## src/logic/fcb_cfg.svh

```systemverilog
// Register indices, field positions and reset values of the coefficient bank
`ifndef FCB_CFG_SVH
`define FCB_CFG_SVH

// Word indices; the APB byte address is four times the index
`define FCB_IDX_A_TAP8  14'h0427
`define FCB_IDX_A_TAP9  14'h0429
`define FCB_IDX_B_TAP1  14'h0448
`define FCB_IDX_B_TAP2  14'h044A
`define FCB_IDX_B_TAP3  14'h044C
`define FCB_IDX_STATUS  14'h0460

// Field layout of one coefficient register
`define FCB_COEF_MSB    11
`define FCB_RSVD_MSB    15
`define FCB_RSVD_LSB    12
`define FCB_REG_RESET   16'h0000
`define FCB_STAT_DUAL   0

`endif

```

## src/logic/fcb_pkg.sv

```systemverilog
// Types shared by the coefficient bank
package fcb_pkg;
    typedef logic signed [11:0] fcb_coef_t;
    typedef logic [15:0]        fcb_reg_t;
    typedef logic [31:0]        fcb_word_t;
endpackage

```

## src/logic/fcb_coef_reg.sv

```systemverilog
// One 16-bit coefficient register with two byte lanes
`timescale 1ns/1ps
`default_nettype none
`include "fcb_cfg.svh"

module fcb_coef_reg (
    input  wire logic              pclk,
    input  wire logic              presetn,
    input  wire logic              wr_en,
    input  wire logic [1:0]        wstrb,
    input  wire fcb_pkg::fcb_reg_t wdata,
    output var  fcb_pkg::fcb_reg_t value
);
    import fcb_pkg::*;

    fcb_reg_t next_value;

    // Byte lanes merge; reserved nibble stores like any other bit
    always_comb begin
        next_value = value;
        if (wr_en && wstrb[0]) begin
            next_value[7:0] = wdata[7:0];
        end
        if (wr_en && wstrb[1]) begin
            next_value[15:8] = wdata[15:8];
        end
    end

    // Zero after reset
    always_ff @(posedge pclk or negedge presetn) begin
        if (!presetn) begin
            value <= `FCB_REG_RESET;
        end else begin
            value <= next_value;
        end
    end
endmodule

`default_nettype wire

```

## src/logic/fcb_bank.sv

```systemverilog
// APB coefficient bank for the equalizer_fir taps A8, A9, B1, B2, B3
//
// Behaviour
// - Each register holds a 12-bit signed coefficient in its low field.
// - Readback returns the coefficient field's most significant bit as zero.
// - Channel A eighth-tap register drives tap eight, dual or single mode.
// - Channel A ninth-tap register drives the last tap in both modes.
// - Channel B first-tap register drives tap one, dual mode only.
// - Channel B second-tap register drives tap two in dual mode.
// - Channel B third-tap register drives tap three in dual mode.
// - Upper four bits are plain storage, reset zero, no filter effect.
// - Every coefficient register resets to zero.
//
// Design decision made here: register access over APB.
`timescale 1ns/1ps
`default_nettype none
`include "fcb_cfg.svh"

module fcb_bank (
    input  wire logic          pclk,
    input  wire logic          presetn,
    input  wire logic          psel,
    input  wire logic          penable,
    input  wire logic          pwrite,
    input  wire logic [15:0]   paddr,
    input  wire logic [31:0]   pwdata,
    input  wire logic [3:0]    pstrb,
    output var fcb_pkg::fcb_word_t prdata,
    output logic               pready,
    output logic               pslverr,
    input  wire logic          dual_mode,
    output var fcb_pkg::fcb_coef_t chan_a_tap8_coef,
    output var fcb_pkg::fcb_coef_t chan_a_tap9_coef,
    output var fcb_pkg::fcb_coef_t chan_b_tap1_coef,
    output var fcb_pkg::fcb_coef_t chan_b_tap2_coef,
    output var fcb_pkg::fcb_coef_t chan_b_tap3_coef
);
    import fcb_pkg::*;

    localparam int NREG = 5;
    localparam logic [13:0] REG_IDX [NREG] = '{
        `FCB_IDX_A_TAP8, `FCB_IDX_A_TAP9,
        `FCB_IDX_B_TAP1, `FCB_IDX_B_TAP2, `FCB_IDX_B_TAP3
    };

    fcb_reg_t        coef_q [NREG];
    logic [NREG-1:0] hit;
    logic [NREG-1:0] wr_en;
    logic            stat_hit;
    logic            setup;
    logic            wr_take;
    fcb_word_t       next_prdata;
    logic            next_pready;
    logic            next_pslverr;
    fcb_coef_t       next_a8;
    fcb_coef_t       next_a9;
    fcb_coef_t       next_b1;
    fcb_coef_t       next_b2;
    fcb_coef_t       next_b3;

    // Address decode on word index; byte offset bits are ignored
    always_comb begin
        for (int i = 0; i < NREG; i++) begin
            hit[i] = (paddr[15:2] == REG_IDX[i]);
        end
        stat_hit = (paddr[15:2] == `FCB_IDX_STATUS);
    end

    // Writes land only at the completing access edge
    assign setup   = psel && !penable;
    assign wr_take = psel && penable && pready && pwrite;
    assign wr_en   = hit & {NREG{wr_take}};

    // Storage: 16 bits each, zero at reset
    for (genvar g = 0; g < NREG; g++) begin : g_coef
        fcb_coef_reg u_reg (
            .pclk    (pclk),
            .presetn (presetn),
            .wr_en   (wr_en[g]),
            .wstrb   (pstrb[1:0]),
            .wdata   (pwdata[15:0]),
            .value   (coef_q[g])
        );
    end

    // Answer is prepared in setup so the access phase sees pready at once
    always_comb begin
        next_pready  = setup;
        next_pslverr = setup && !(|hit || stat_hit);
        next_prdata  = '0;
        if (setup && !pwrite) begin
            for (int i = 0; i < NREG; i++) begin
                if (hit[i]) begin
                    // Coefficient MSB reads back as zero
                    next_prdata = {16'h0000,
                                   coef_q[i][`FCB_RSVD_MSB:`FCB_RSVD_LSB],
                                   1'b0,
                                   coef_q[i][`FCB_COEF_MSB-1:0]};
                end
            end
            if (stat_hit) begin
                next_prdata[`FCB_STAT_DUAL] = dual_mode;
            end
        end
    end

    // Bus answer registers
    always_ff @(posedge pclk or negedge presetn) begin
        if (!presetn) begin
            prdata  <= '0;
            pready  <= 1'b0;
            pslverr <= 1'b0;
        end else begin
            prdata  <= next_prdata;
            pready  <= next_pready;
            pslverr <= next_pslverr;
        end
    end

    // Tap feeds; reserved nibble never reaches the filter
    always_comb begin
        next_a8 = fcb_coef_t'(coef_q[0][`FCB_COEF_MSB:0]);
        next_a9 = fcb_coef_t'(coef_q[1][`FCB_COEF_MSB:0]);
        // Channel B filter idles in single mode, so its taps are held at zero
        next_b1 = dual_mode ? fcb_coef_t'(coef_q[2][`FCB_COEF_MSB:0]) : '0;
        next_b2 = dual_mode ? fcb_coef_t'(coef_q[3][`FCB_COEF_MSB:0]) : '0;
        next_b3 = dual_mode ? fcb_coef_t'(coef_q[4][`FCB_COEF_MSB:0]) : '0;
    end

    // Registered so every tap output comes from a flop
    always_ff @(posedge pclk or negedge presetn) begin
        if (!presetn) begin
            chan_a_tap8_coef <= '0;
            chan_a_tap9_coef <= '0;
            chan_b_tap1_coef <= '0;
            chan_b_tap2_coef <= '0;
            chan_b_tap3_coef <= '0;
        end else begin
            chan_a_tap8_coef <= next_a8;
            chan_a_tap9_coef <= next_a9;
            chan_b_tap1_coef <= next_b1;
            chan_b_tap2_coef <= next_b2;
            chan_b_tap3_coef <= next_b3;
        end
    end
endmodule

`default_nettype wire

```

## config.mk

```make
export PLATFORM = sky130hd
export DESIGN_NAME = fcb_bank
export DESIGN_NICKNAME = d
export VERILOG_FILES = /design/src/logic/fcb_pkg.sv /design/src/logic/fcb_coef_reg.sv /design/src/logic/fcb_bank.sv
export VERILOG_INCLUDE_DIRS = /design/src /design/src/logic
export SDC_FILE = /design/constraint.sdc
export NUM_CORES = 1
export LEC_CHECK = 0
export BUFFER_PORTS_ARGS = -buffer_cell sky130_fd_sc_hd__buf_2
export CAP_MARGIN = 20
export CORE_ASPECT_RATIO = 1.2
export CORE_MARGIN = 1
export CORE_UTILIZATION = 48
export CTS_CLUSTER_SIZE = 40
export DETAILED_ROUTE_END_ITERATION = 12
export PLACE_DENSITY = 0.76
export RECOVER_POWER = 50
export REMOVE_ABC_BUFFERS = 1
export SLEW_MARGIN = 25
export SYNTH_ARGS = -nofsm -noshare
export SYNTH_HDL_FRONTEND = slang
export SYNTH_SLANG_ARGS = --single-unit
```

## constraint.sdc

```tcl
create_clock -name pclk -period 1.6 [get_ports pclk]
set_input_delay 0.48 -clock pclk [delete_from_list [all_inputs] [get_ports pclk]]
set_output_delay 0.48 -clock pclk [all_outputs]
set_load 0.005 [all_outputs]
```

==> summary.md, run 1 <==
| Metric | Value |
|---|---|
| Drc violations | 0 |
| Final-report setup violation count | 19 |
| Clock-pin slew reported for the worst setup and hold paths after clock tree synthesis | about 0.060 ns |
| Highest Clock Rate | just over 0.6 GHz |
| Sequential element share of the synthesized area | between 60 and 70% |
| P_leak | approximately 4.5 nW |
| Cell with the largest stage delay on the worst path | sky130_fd_sc_hd__or3_4 |
| Proportion of power drawn by flip-flops and latches | about 44% |
| Core Footprint | 12800 µm² |
| Post-Synthesis Cells | 452 |
| Number of slew-limit violations in the final report | 0 |
| Filler-free cell count of the finished design | between 800 and 900 |
| Via total after detailed routing | between 4000 and 5000 |
| CP Data Required Time | around 1.9 ns |
| Gate family responsible for the most delay along the worst path | simple AND/OR/NAND/NOR gates |
| Most frequent cells in the layout | 157 x sky130_fd_sc_hd__dfrtp_1, 109 x sky130_fd_sc_hd__buf_2, 56 x sky130_fd_sc_hd__mux2_4, 49 x sky130_fd_sc_hd__buf_4, 29 x sky130_fd_sc_hd__and2_0 |
| Source-to-sink clock delay at the later pin of the worst-skew pair | between 0.4 and 0.5 ns |
| First-pass GRT wire length | approximately 26000 µm |
| Routed wire length per instance | 20.0 µm |
| Net Sw Power | around 1.8 mW |
| Synth async-reset ratio | 100% |
| Post-Synthesis Mean Instance Area | approximately 14 µm² |
| Relative max-transition margin | about three fifths |
| Distinct cell type count of the synthesized netlist | 44 |
| Setup total negative slack | -0.507 ns |
| Number of CTS-inserted buffers | 17 |
| Cell area after technology mapping | ~6300 µm² |
| Initial Utilization | 49.6% |
| Warnings from Yosys | 0 |
| Number of buffers between clock root and the deepest sink | 2 |
| Via count of the first global-routing pass | 4859 |
| Worst min path class | primary input to register |
| Fill cell instance count of the final layout | 892 |
| Via density | ~5.5 |
| Arrival time worst endpoint | 1.96 ns |
| CTS sink cnt | 157 |
| Post-synthesis cell type with the largest combined area | sky130_fd_sc_hd__dfrtp_1 |
| Post-synthesis to final-layout area growth | 35.3% |
| Type of the worst setup path | primary input to register |
| Internal power summed over all cells | ~7 mW |
| First-pass iteration count of the detailed router | 4 |
| Max FO, Critical Path | 8 |
| Final HPWL from detailed placement | 10600 µm |
| Crit end category | register |
| Level count of the clock H-tree | 4 |
| Buf/Inv on CP | 1 |
| Number of rows created at floorplan | 45 |
| Maxcap violations | 0 |
| Total of flip-flops plus latches after synthesis | around 160 |
| Worst-margin pin slew | roughly 0.6 ns |
| Number of primary I/O pins | approximately 150 |
| Final hold vios | 0 |
| Final worst slack | -0.0560 ns |
| Layout cell share with drive strength beyond 1 | around half |
| Leading cell types by total area after synthesis | sky130_fd_sc_hd__dfrtp_1 62%, sky130_fd_sc_hd__mux2_2 13%, sky130_fd_sc_hd__and2_1 3.6% |
| Most common cell after layout, fill and taps aside | sky130_fd_sc_hd__dfrtp_1 |
| Maximum number of pins on one net before global-route repair | between 70 and 80 |
| Relative contribution of the clock network to total power | between 50% and 60% |
| Status | finished with violations |
| Antenna violations before repair | 0 |
| Pwr Density | ~1000 nW/µm² |
| Fraction of synthesized cell area taken by the top area cell type | approximately three fifths |
| Violations in the final reports | negative setup slack |
| Final min period | 1.66 ns |
| Ant diodes | 0 |
| Cells traversed along the worst timing path | buf_6, and2b_2, nand4b_4, or3_4, nor2_8, mux2_2 |
| RePlAce Congestion | about 0.9 |
| Peak VDD IR | ~0.00067 V |
| Die span in x | between 100 and 150 µm |
| Clock tree from TritonCTS | built |
| Die footprint | about 14000 µm² |
| DRT Wirelength | approximately 16000 µm |
| Detail Route Antenna Nets | 0 |
| CTS Root Buffer Type | sky130_fd_sc_hd__clkbuf_16 |
| Leftover overflow at the end of global routing | 0 |
| Final worst-path cycle share | 103% |
| Delay of the slowest cell on the worst path | approximately 0.40 ns |
| Clock tree skew after final layout | between 0.015 and 0.02 ns |
| Startpoint type of the worst setup path | primary input |
| RSZ-0062 raised after global routing | true |
| Number of nets in the layout | 692 |
| Total routing usage reported by global routing | 25.3% |
| Total placed cells including tap cells | slightly below 800 |
| Predominant post-synthesis flop cell | sky130_fd_sc_hd__dfrtp_1 |
| Number of violations reported at the end of detailed-routing iteration 0 | between 200 and 300 |
| Number of flops mapped to enable cells by yosys | 0 |
| Vert. Die Dim | 128 µm |
| Switch share | between 20% and 30% |
| Combinational Power Share | under 10% |
| Port-buffer cells | 114 |
cell families after synthesis:
logic type,Yosys count,synth area share [%]
AOI/OAI and AO/OA,55,6.55
and+or+nand+nor,117,13.5
buffers and inverters,42,3.79
other,1,0.0591
DFF,157,61.9
muxes,80,14.2
power by group through the flow:
stage	sequential, mW	clock, mW	combinational (mW)
4_1_cts	3.97	4.68	0.384
3_5_place_dp	4.05	0	0.360
5_1_grt	3.97	4.86	0.416
2_1_floorplan	4.05	0	0.0751
6_report	3.97	4.63	0.379
3_3_place_gp	4.05	0	0.348
cells in the mapped netlist, types with 3 or more instances:
library cell and number:
sky130_fd_sc_hd__dfrtp_1 157, sky130_fd_sc_hd__mux2_2 76, sky130_fd_sc_hd__and2_1 36, sky130_fd_sc_hd__buf_4 18
sky130_fd_sc_hd__nor2_1 18, sky130_fd_sc_hd__a22oi_1 15, sky130_fd_sc_hd__nand2b_1 15, sky130_fd_sc_hd__o22ai_1 14
sky130_fd_sc_hd__a32o_1 12, sky130_fd_sc_hd__clkbuf_1 11, sky130_fd_sc_hd__nand2_1 10, sky130_fd_sc_hd__buf_2 6
sky130_fd_sc_hd__inv_1 6, sky130_fd_sc_hd__mux2_1 4, sky130_fd_sc_hd__nor2_4 4, sky130_fd_sc_hd__nor4_4 4
sky130_fd_sc_hd__o21ai_0 4, sky130_fd_sc_hd__nand3_1 3, sky130_fd_sc_hd__nand4_1 3, sky130_fd_sc_hd__nand4b_4 3
sky130_fd_sc_hd__o32ai_1 3
layout make-up:
cell class	instances	area (µm²)	share of cell area [%]
multi-input combinational	269	2500	29.2
sequential	157	3930	45.8
tap	164	205	2.39
timing repair buffer	183	1230	14.3
inverter	6	22.5	0.263
clock inverter	12	233	2.71
clock buffer	20	457	5.32
sequential cells by signal (all words and copies together), names as in the netlist:
register,cells
chan_a_tap9_coef,12
chan_b_tap1_coef,12
pslverr,1
chan_b_tap3_coef,12
chan_b_tap2_coef,12
g_coef.u_reg.value,80
chan_a_tap8_coef,12
prdata,15
pready,1
metrics by stage:
step | util [%] | power, mW | hold WS, ns | cell area (µm²) | worst slack [ns]
final | 67.1 | 8.98 | 0.357 | 8580 | -0.0560
after global routing | 67.1 | 9.24 | 0.356 | 8580 | -0.0790
after CTS | 66.6 | 9.04 | 0.343 | 8510 | -0.0798
after detailed placement | 58.9 | 4.41 | 0.281 | 7530 | -0.599
after global placement | 58.9 | 4.39 | 0.282 | 7530 | -0.544
after floorplan | - | 4.12 | 0.184 | 6180 | -0.490
final timing paths:
kind | startpoint | endpoint | slack [ns] | cells past startpoint
worst max-delay path | paddr[9] | g_coef[3].u_reg.value[7]$_DFFE_PN0P_ | -0.06 | 6
worst min-delay path | pwdata[1] | g_coef[2].u_reg.value[1]$_DFFE_PN0P_ | 0.36 | 2
worst max register to register | pready$_DFF_PN0_ | g_coef[3].u_reg.value[15]$_DFFE_PN0P_ | -0.03 | 5
worst min register to register | g_coef[0].u_reg.value[11]$_DFFE_PN0P_ | chan_a_tap8_coef[11]$_DFF_PN0_ | 0.39 | 0
max in group asynchronous | presetn | g_coef[4].u_reg.value[1]$_DFFE_PN0P_ | 0.19 | 3
min in group asynchronous | presetn | prdata[2]$_DFF_PN0_ | 0.48 | 2
layer usage:
layer / share of wire (%) / track usage [%] / wire, µm / vias to the layer above
met5: 0 / 0 / 0 / -
met4: 2.5 / 12.2 / 402 / 0
met3: 4.9 / 6.20 / 795 / 39
met2: 53 / 43.4 / 8570 / 172
met1: 40 / 29.8 / 6470 / 2296
li1: - / - / - / 1941
what timing repair did:
item / 4_1_cts / 5_1_grt
setup buffers: 5 / 3
pin swaps: 12 / 11
resized for setup: 61 / 26
endpoints found under the hold margin: 4 / 0
setup endpoints to repair: 91 / 90
hold buffers: 1 / 0
No activity file was read; power rests on OpenSTA's default activity.
==> run 2: changes to the inputs <==
- SETUP_SLACK_MARGIN: default -> 0.05
==> run 2 against run 1 <==
Wire length is 8.7% higher; critical path type unchanged; clock power hardly changed; highest routed layer unchanged; core utilization is 2.6 points higher; the run still ends with negative setup slack left; first-iteration DRC count is 3.3% higher; fmax is 1.1% lower.
==> summary.md, run 2 (synthesis gave the netlist of run 1 again) <==
| Metric | Value |
|---|---|
| Status | finished with violations |
| Violations in the final reports | negative setup slack |
| Source-to-sink clock delay at the later pin of the worst-skew pair | ~0.42 ns |
| Startpoint of the lowest-slack register-to-register path | pready$_DFF_PN0_ |
| Cell with the largest stage delay on the worst path | sky130_fd_sc_hd__or3_4 |
| Detail Route Antenna Nets | 0 |
| Gate family responsible for the most delay along the worst path | simple AND/OR/NAND/NOR gates |
| Final worst slack | -0.0740 ns |
| Most common cell after layout, fill and taps aside | sky130_fd_sc_hd__dfrtp_1 |
| Post-synthesis to final-layout area growth | 40.5% |
| Via density | approximately 5.5 |
| Leading registers by flop count | g_coef.u_reg.value: 80 flops, prdata: 15 flops |
| Crit end category | register |
| Die span in x | roughly 110 µm |
| Port-buffer cells | ~110 |
| Number of buffers between clock root and the deepest sink | 2 |
| Leftover overflow at the end of global routing | 0 |
| DRT Wirelength | about 18000 µm |
| Total routing usage reported by global routing | 25.8% |
| Number of CTS-inserted buffers | 17 |
| Worst min path class | primary input to register |
| Initial Utilization | around half |
| Drc violations | 0 |
| Number of slew-limit violations in the final report | 0 |
| Clock tree skew after final layout | ~0.0085 ns |
| Maximum number of pins on one net before global-route repair | between 70 and 80 |
| Via total after detailed routing | roughly 4500 |
| R2R Setup Slk | -0.04 ns |
| Final hold vios | 0 |
| P_leak | roughly 4.6 nW |
| CTS sink cnt | approximately 160 |
| CTS Root Buffer Type | sky130_fd_sc_hd__clkbuf_16 |
| Level count of the clock H-tree | 4 |
| Relative max-transition margin | between 50% and 60% |
| Arrival time worst endpoint | about 2.0 ns |
| Number of violations reported at the end of detailed-routing iteration 0 | ~280 |
| First-pass iteration count of the detailed router | 4 |
| Number of nets in the layout | between 600 and 700 |
| Stages on the worst setup path | 6 |
| Logic depth of the worst register-to-register path | 6 |
| First-pass GRT wire length | around 26000 µm |
| CP Data Required Time | ~1.9 ns |
| Via count of the first global-routing pass | between 4000 and 5000 |
| Max FO, Critical Path | 8 |
| Critical path endpoint | g_coef[3].u_reg.value[15]$_DFFE_PN0P_ |
| Vert. Die Dim | between 100 and 150 µm |
| Clock tree from TritonCTS | built |
| Post-route design area | around 9000 µm² |
| CP startpoint | paddr[9] |
| Type of the worst setup path | primary input to register |
| Final worst-path cycle share | 105% |
| Die footprint | 13700 µm² |
| Register containing the most flip-flops in the final layout | g_coef.u_reg.value |
| Cells traversed along the worst timing path | buf_6, and2b_2, nand4b_4, or3_4, nor2_8, mux2_4 |
| Final-report setup violation count | 64 |
| Worst-margin pin slew | roughly 0.6 ns |
| Maxcap violations | 0 |
| Delay of the slowest cell on the worst path | approximately 0.41 ns |
| RR Endpoint | g_coef[3].u_reg.value[15]$_DFFE_PN0P_ |
| Total placed cells including tap cells | 771 |
| Number of primary I/O pins | 152 |
| Startpoint type of the worst setup path | primary input |
| Final min period | approximately 1.7 ns |
| Routed wire length per instance | 21.7 µm |
| Peak VDD IR | between 0.0006 and 0.0007 V |
| Ant diodes | 0 |
| Layout cell share with drive strength beyond 1 | between 50% and 60% |
| Final HPWL from detailed placement | approximately 11000 µm |
| RSZ-0062 raised after global routing | true |
| RePlAce Congestion | just over 0.9 |
| Placement Cell Area | between 7000 and 8000 µm² |
| Setup total negative slack | -2.35 ns |
| Buf/Inv on CP | 1 |
| Highest Clock Rate | 0.597 GHz |
| Clock-pin slew reported for the worst setup and hold paths after clock tree synthesis | roughly 0.060 ns |
| Number of rows created at floorplan | 45 |
| Core Footprint | about 13000 µm² |
| Largest register FFs | 80 |
| Pwr Density | approximately 1000 nW/µm² |
| Filler-free cell count of the finished design | 815 |
| Most frequent cells in the layout | 157 x sky130_fd_sc_hd__dfrtp_1, 108 x sky130_fd_sc_hd__buf_2, 72 x sky130_fd_sc_hd__mux2_4, 39 x sky130_fd_sc_hd__buf_4, 29 x sky130_fd_sc_hd__and2_0 |
| Antenna violations before repair | 0 |
==> run 2: changes by cell type in the layout (fill, tap and decap cells not counted), sizes merged <==
| cell | previous run | this run |
|---|---|---|
| buf | 178 | 179 |
| clkbuf | 24 | 27 |
==> run 2: area by class of cell <==
type | instances | area (µm²)
Fill cell | 831 | 3870
Sequential cell | 157 | 3930
Inverter | 6 | 22.5
Clock buffer | 20 | 457
Tap cell | 164 | 205
Timing Repair Buffer | 187 | 1360
Multi-Input combinational cell | 269 | 2710
Clock inverter | 12 | 233
==> run 2: repair_timing <==
item | in CTS | in global routing
buffers inserted | 5 | 4
gates resized for setup | 95 | 51
cloned | 0 | 2
pin swaps | 17 | 23
hold buffers | 1 | 0
endpoints found under the setup margin | 93 | 93
hold endpoints to repair | 4 | 0
==> run 2: metrics by stage <==
stage	hold slack [ns]	utilization [%]	setup slack, ns	power, mW
2_1_floorplan	0.184	-	-0.490	4.12
3_3_place_gp	0.282	58.9	-0.544	4.39
3_5_place_dp	0.281	58.9	-0.599	4.41
4_1_cts	0.349	67.6	-0.0798	9.05
5_1_grt	0.361	69.7	-0.108	9.28
6_report	0.360	69.7	-0.0740	9.03
==> run 2: worst min-delay path by stage <==
stage                     startpoint                                    to  slack, ns  cells past startpoint
after detailed placement     presetn                   prdata[2]$_DFF_PN0_       0.28                      1
after floorplan              presetn         chan_a_tap8_coef[0]$_DFF_PN0_       0.18                      0
after global routing       pwdata[1]  g_coef[4].u_reg.value[1]$_DFFE_PN0P_       0.36                      2
after global placement       presetn         chan_b_tap2_coef[2]$_DFF_PN0_       0.28                      1
final                      pwdata[8]  g_coef[2].u_reg.value[8]$_DFFE_PN0P_       0.36                      2
after CTS                  pwdata[1]  g_coef[4].u_reg.value[1]$_DFFE_PN0P_       0.35                      2
==> run 2: power breakdown <==
group / internal, mW / leakage [nW] / switching [mW]
sequential: 3.97 / 2.19 / 0.00119
clock: 3.03 / 0.334 / 1.62
combinational: 0.143 / 2.10 / 0.264
total: 7.15 / 4.62 / 1.88
==> run 2: per-layer routing <==
layer,share of wire [%],global-route usage [%]
met1,38,30.3
met2,52,44.7
met3,6.4,5.95
met4,3.9,11.9
met5,0,0
==> run 2: worst reg2reg max path, delay by kind of cell (launching register included) <==
kind                   cells  cell delay [ns]
and+or+nand+nor            3             0.56
DFF                        1             0.34
muxes                      1             0.34
buffers and inverters      2             0.28
==> run 3: changes to the inputs <==
- CORE_UTILIZATION: 48 -> 40
- PLACE_DENSITY: 0.76 -> default
==> run 3 against run 2 <==
The run still ends with negative setup slack left; wire length fell by 8.9%; core utilization shrank 14 points; fmax is 0.50% higher; clock skew down 0.0034 ns; sequential power is essentially flat; die area grew 20%; non-clock buffer count is 1 lower; clock-buffer cell count is 2 lower; worst hold slack got worse by 0.011 ns; sequential share of layout area increased by 0.88 points; first-iteration DRC count shrank 5.7%.
==> summary.md, run 3 (synthesis gave the netlist of run 1 again) <==
| Metric | Value |
|---|---|
| Status | finished with violations |
| Violations in the final reports | negative setup slack |
| Die footprint | roughly 16000 µm² |
| Final min period | roughly 1.7 ns |
| Antenna violations before repair | 0 |
| Gate family responsible for the most delay along the worst path | buffers and inverters |
| Number of rows created at floorplan | 50 |
| Port-buffer cells | 114 |
| Register containing the most flip-flops in the final layout | g_coef.u_reg.value |
| CTS sink cnt | 157 |
| Leftover overflow at the end of global routing | 0 |
| Number of violations reported at the end of detailed-routing iteration 0 | 265 |
| Finished Core Util | roughly 56% |
| Post-synthesis to final-layout area growth | 37.8% |
| Via count of the first global-routing pass | approximately 4700 |
| Final worst-path cycle share | 104% |
| Number of nets in the layout | between 600 and 700 |
| Total placed cells including tap cells | 820 |
| Via density | 5.03 |
| Number of slew-limit violations in the final report | 0 |
| Drc violations | 0 |
| Peak VDD IR | about 0.00070 V |
| Via total after detailed routing | 4318 |
| Type of the worst setup path | primary input to register |
| Arrival time worst endpoint | about 2.0 ns |
| Final worst slack | -0.0656 ns |
| Leading registers by flop count | g_coef.u_reg.value: 80 flops, prdata: 15 flops |
| Most common cell after layout, fill and taps aside | sky130_fd_sc_hd__dfrtp_1 |
| CP Data Required Time | approximately 1.9 ns |
| RSZ-0062 raised after global routing | true |
| First-pass iteration count of the detailed router | 7 |
| Buf/Inv on CP | 4 |
| Clock tree skew after final layout | around 0.0052 ns |
| DRT Wirelength | 16100 µm |
| Cell with the largest stage delay on the worst path | sky130_fd_sc_hd__mux2_4 |
| Clock tree from TritonCTS | built |
| Core Footprint | around 16000 µm² |
| Filler-free cell count of the finished design | 858 |
| Maximum number of pins on one net before global-route repair | 46 |
| Clock-pin slew reported for the worst setup and hold paths after clock tree synthesis | ~0.060 ns |
| Critical path endpoint | g_coef[4].u_reg.value[6]$_DFFE_PN0P_ |
| Most frequent cells in the layout | 157 x sky130_fd_sc_hd__dfrtp_1, 109 x sky130_fd_sc_hd__buf_2, 79 x sky130_fd_sc_hd__mux2_4, 43 x sky130_fd_sc_hd__buf_4, 27 x sky130_fd_sc_hd__and2_0 |
| R2R Setup Slk | -0.02 ns |
| Number of CTS-inserted buffers | 17 |
| Final HPWL from detailed placement | approximately 11000 µm |
| Worst-case hold slack | about 0.35 ns |
| Number of buffers between clock root and the deepest sink | 2 |
| Initial Utilization | ~41% |
| Total routing usage reported by global routing | a little over a fifth |
| Startpoint of the lowest-slack register-to-register path | pready$_DFF_PN0_ |
| Delay of the slowest cell on the worst path | ~0.31 ns |
| Startpoint type of the worst setup path | primary input |
| Final hold vios | 0 |
| Level count of the clock H-tree | 4 |
| Worst-margin pin slew | between 0.7 and 0.8 ns |
| Pwr Density | around 950 nW/µm² |
| Vert. Die Dim | ~140 µm |
| CP startpoint | paddr[9] |
| Number of primary I/O pins | 152 |
| First-pass GRT wire length | around 26000 µm |
| Final-report setup violation count | 35 |
| Die span in x | approximately 120 µm |
| Highest Clock Rate | 0.600 GHz |
| CTS Root Buffer Type | sky130_fd_sc_hd__clkbuf_16 |
| Worst min path class | primary input to register |
| Logic depth of the worst register-to-register path | 7 |
| Ant diodes | 0 |
| Maxcap violations | 0 |
| Cells traversed along the worst timing path | buf_8, and2b_2, buf_6, nand4_1, buf_4, nor2_4, buf_12, mux2_4 |
| Layout cell share with drive strength beyond 1 | about 50% |
| Source-to-sink clock delay at the later pin of the worst-skew pair | 0.43 ns |
| Largest register FFs | 80 |
| Routed wire length per instance | about 19 µm |
| Detail Route Antenna Nets | 0 |
| P_leak | 4.51 nW |
| Relative max-transition margin | about half |
| Crit end category | register |
| Stages on the worst setup path | 8 |
| Max FO, Critical Path | 8 |
| RePlAce Congestion | 0.858 |
| RR Endpoint | g_coef[4].u_reg.value[6]$_DFFE_PN0P_ |
## run 3: cell types whose count changed in the layout (fill, tap and decap cells not counted), sizes merged
cell and change:
bufinv -5, inv +7, buf -1, clkbuf -2
## run 3: final cells by class
type,count,area [µm²]
Fill cell,1300,6840
Sequential cell,157,3930
Multi-Input combinational cell,269,2600
Timing Repair Buffer,186,1340
Clock buffer,18,429
Tap cell,208,260
Clock inverter,14,151
Inverter,6,22.5
## run 3: worst min-delay path by stage
stage / from / endpoint / slack [ns] / depth (start not counted)
after CTS: pwdata[8] / g_coef[1].u_reg.value[8]$_DFFE_PN0P_ / 0.33 / 2
after global routing: pwdata[1] / g_coef[4].u_reg.value[1]$_DFFE_PN0P_ / 0.35 / 2
final: pwdata[1] / g_coef[1].u_reg.value[1]$_DFFE_PN0P_ / 0.35 / 2
after floorplan: presetn / chan_a_tap8_coef[0]$_DFF_PN0_ / 0.18 / 0
after detailed placement: g_coef[1].u_reg.value[11]$_DFFE_PN0P_ / chan_a_tap9_coef[11]$_DFF_PN0_ / 0.36 / 0
after global placement: g_coef[0].u_reg.value[11]$_DFFE_PN0P_ / chan_a_tap8_coef[11]$_DFF_PN0_ / 0.37 / 0
## run 3: metal layers
metal	vias to the layer above	track usage [%]	routed length, µm
li1	1948	-	-
met1	2233	28.0	7100
met2	115	35.3	8060
met3	22	4.07	570
met4	0	9.33	357
met5	-	0	0
## run 3: report_power, final
| part | internal (mW) | switching [mW] | total, mW |
|---|---|---|---|
| combinational | 0.144 | 0.253 | 0.397 |
| sequential | 3.97 | 0.00122 | 3.97 |
| clock | 2.21 | 1.75 | 3.96 |
| total | 6.32 | 2.01 | 8.33 |
## run 3: stage by stage
step | cell area (µm²) | total power, mW | setup slack (ns) | setup TNS [ns]
6_report | 8740 | 8.33 | -0.0656 | -0.841
5_1_grt | 8740 | 8.63 | -0.0743 | -2.19
4_1_cts | 8650 | 8.42 | -0.0293 | -0.328
3_5_place_dp | 7700 | 4.42 | -0.558 | -47.50
3_3_place_gp | 7700 | 4.41 | -0.524 | -44.85
2_1_floorplan | 6180 | 4.12 | -0.490 | -35.35
## run 3: what timing repair did
action,CTS,global route
hold buffers,1,0
hold endpoints to repair,32,0
gates cloned,0,1
setup endpoints to repair,92,92
buffers inserted,2,2
pin swaps,16,9
gates resized for setup,90,21
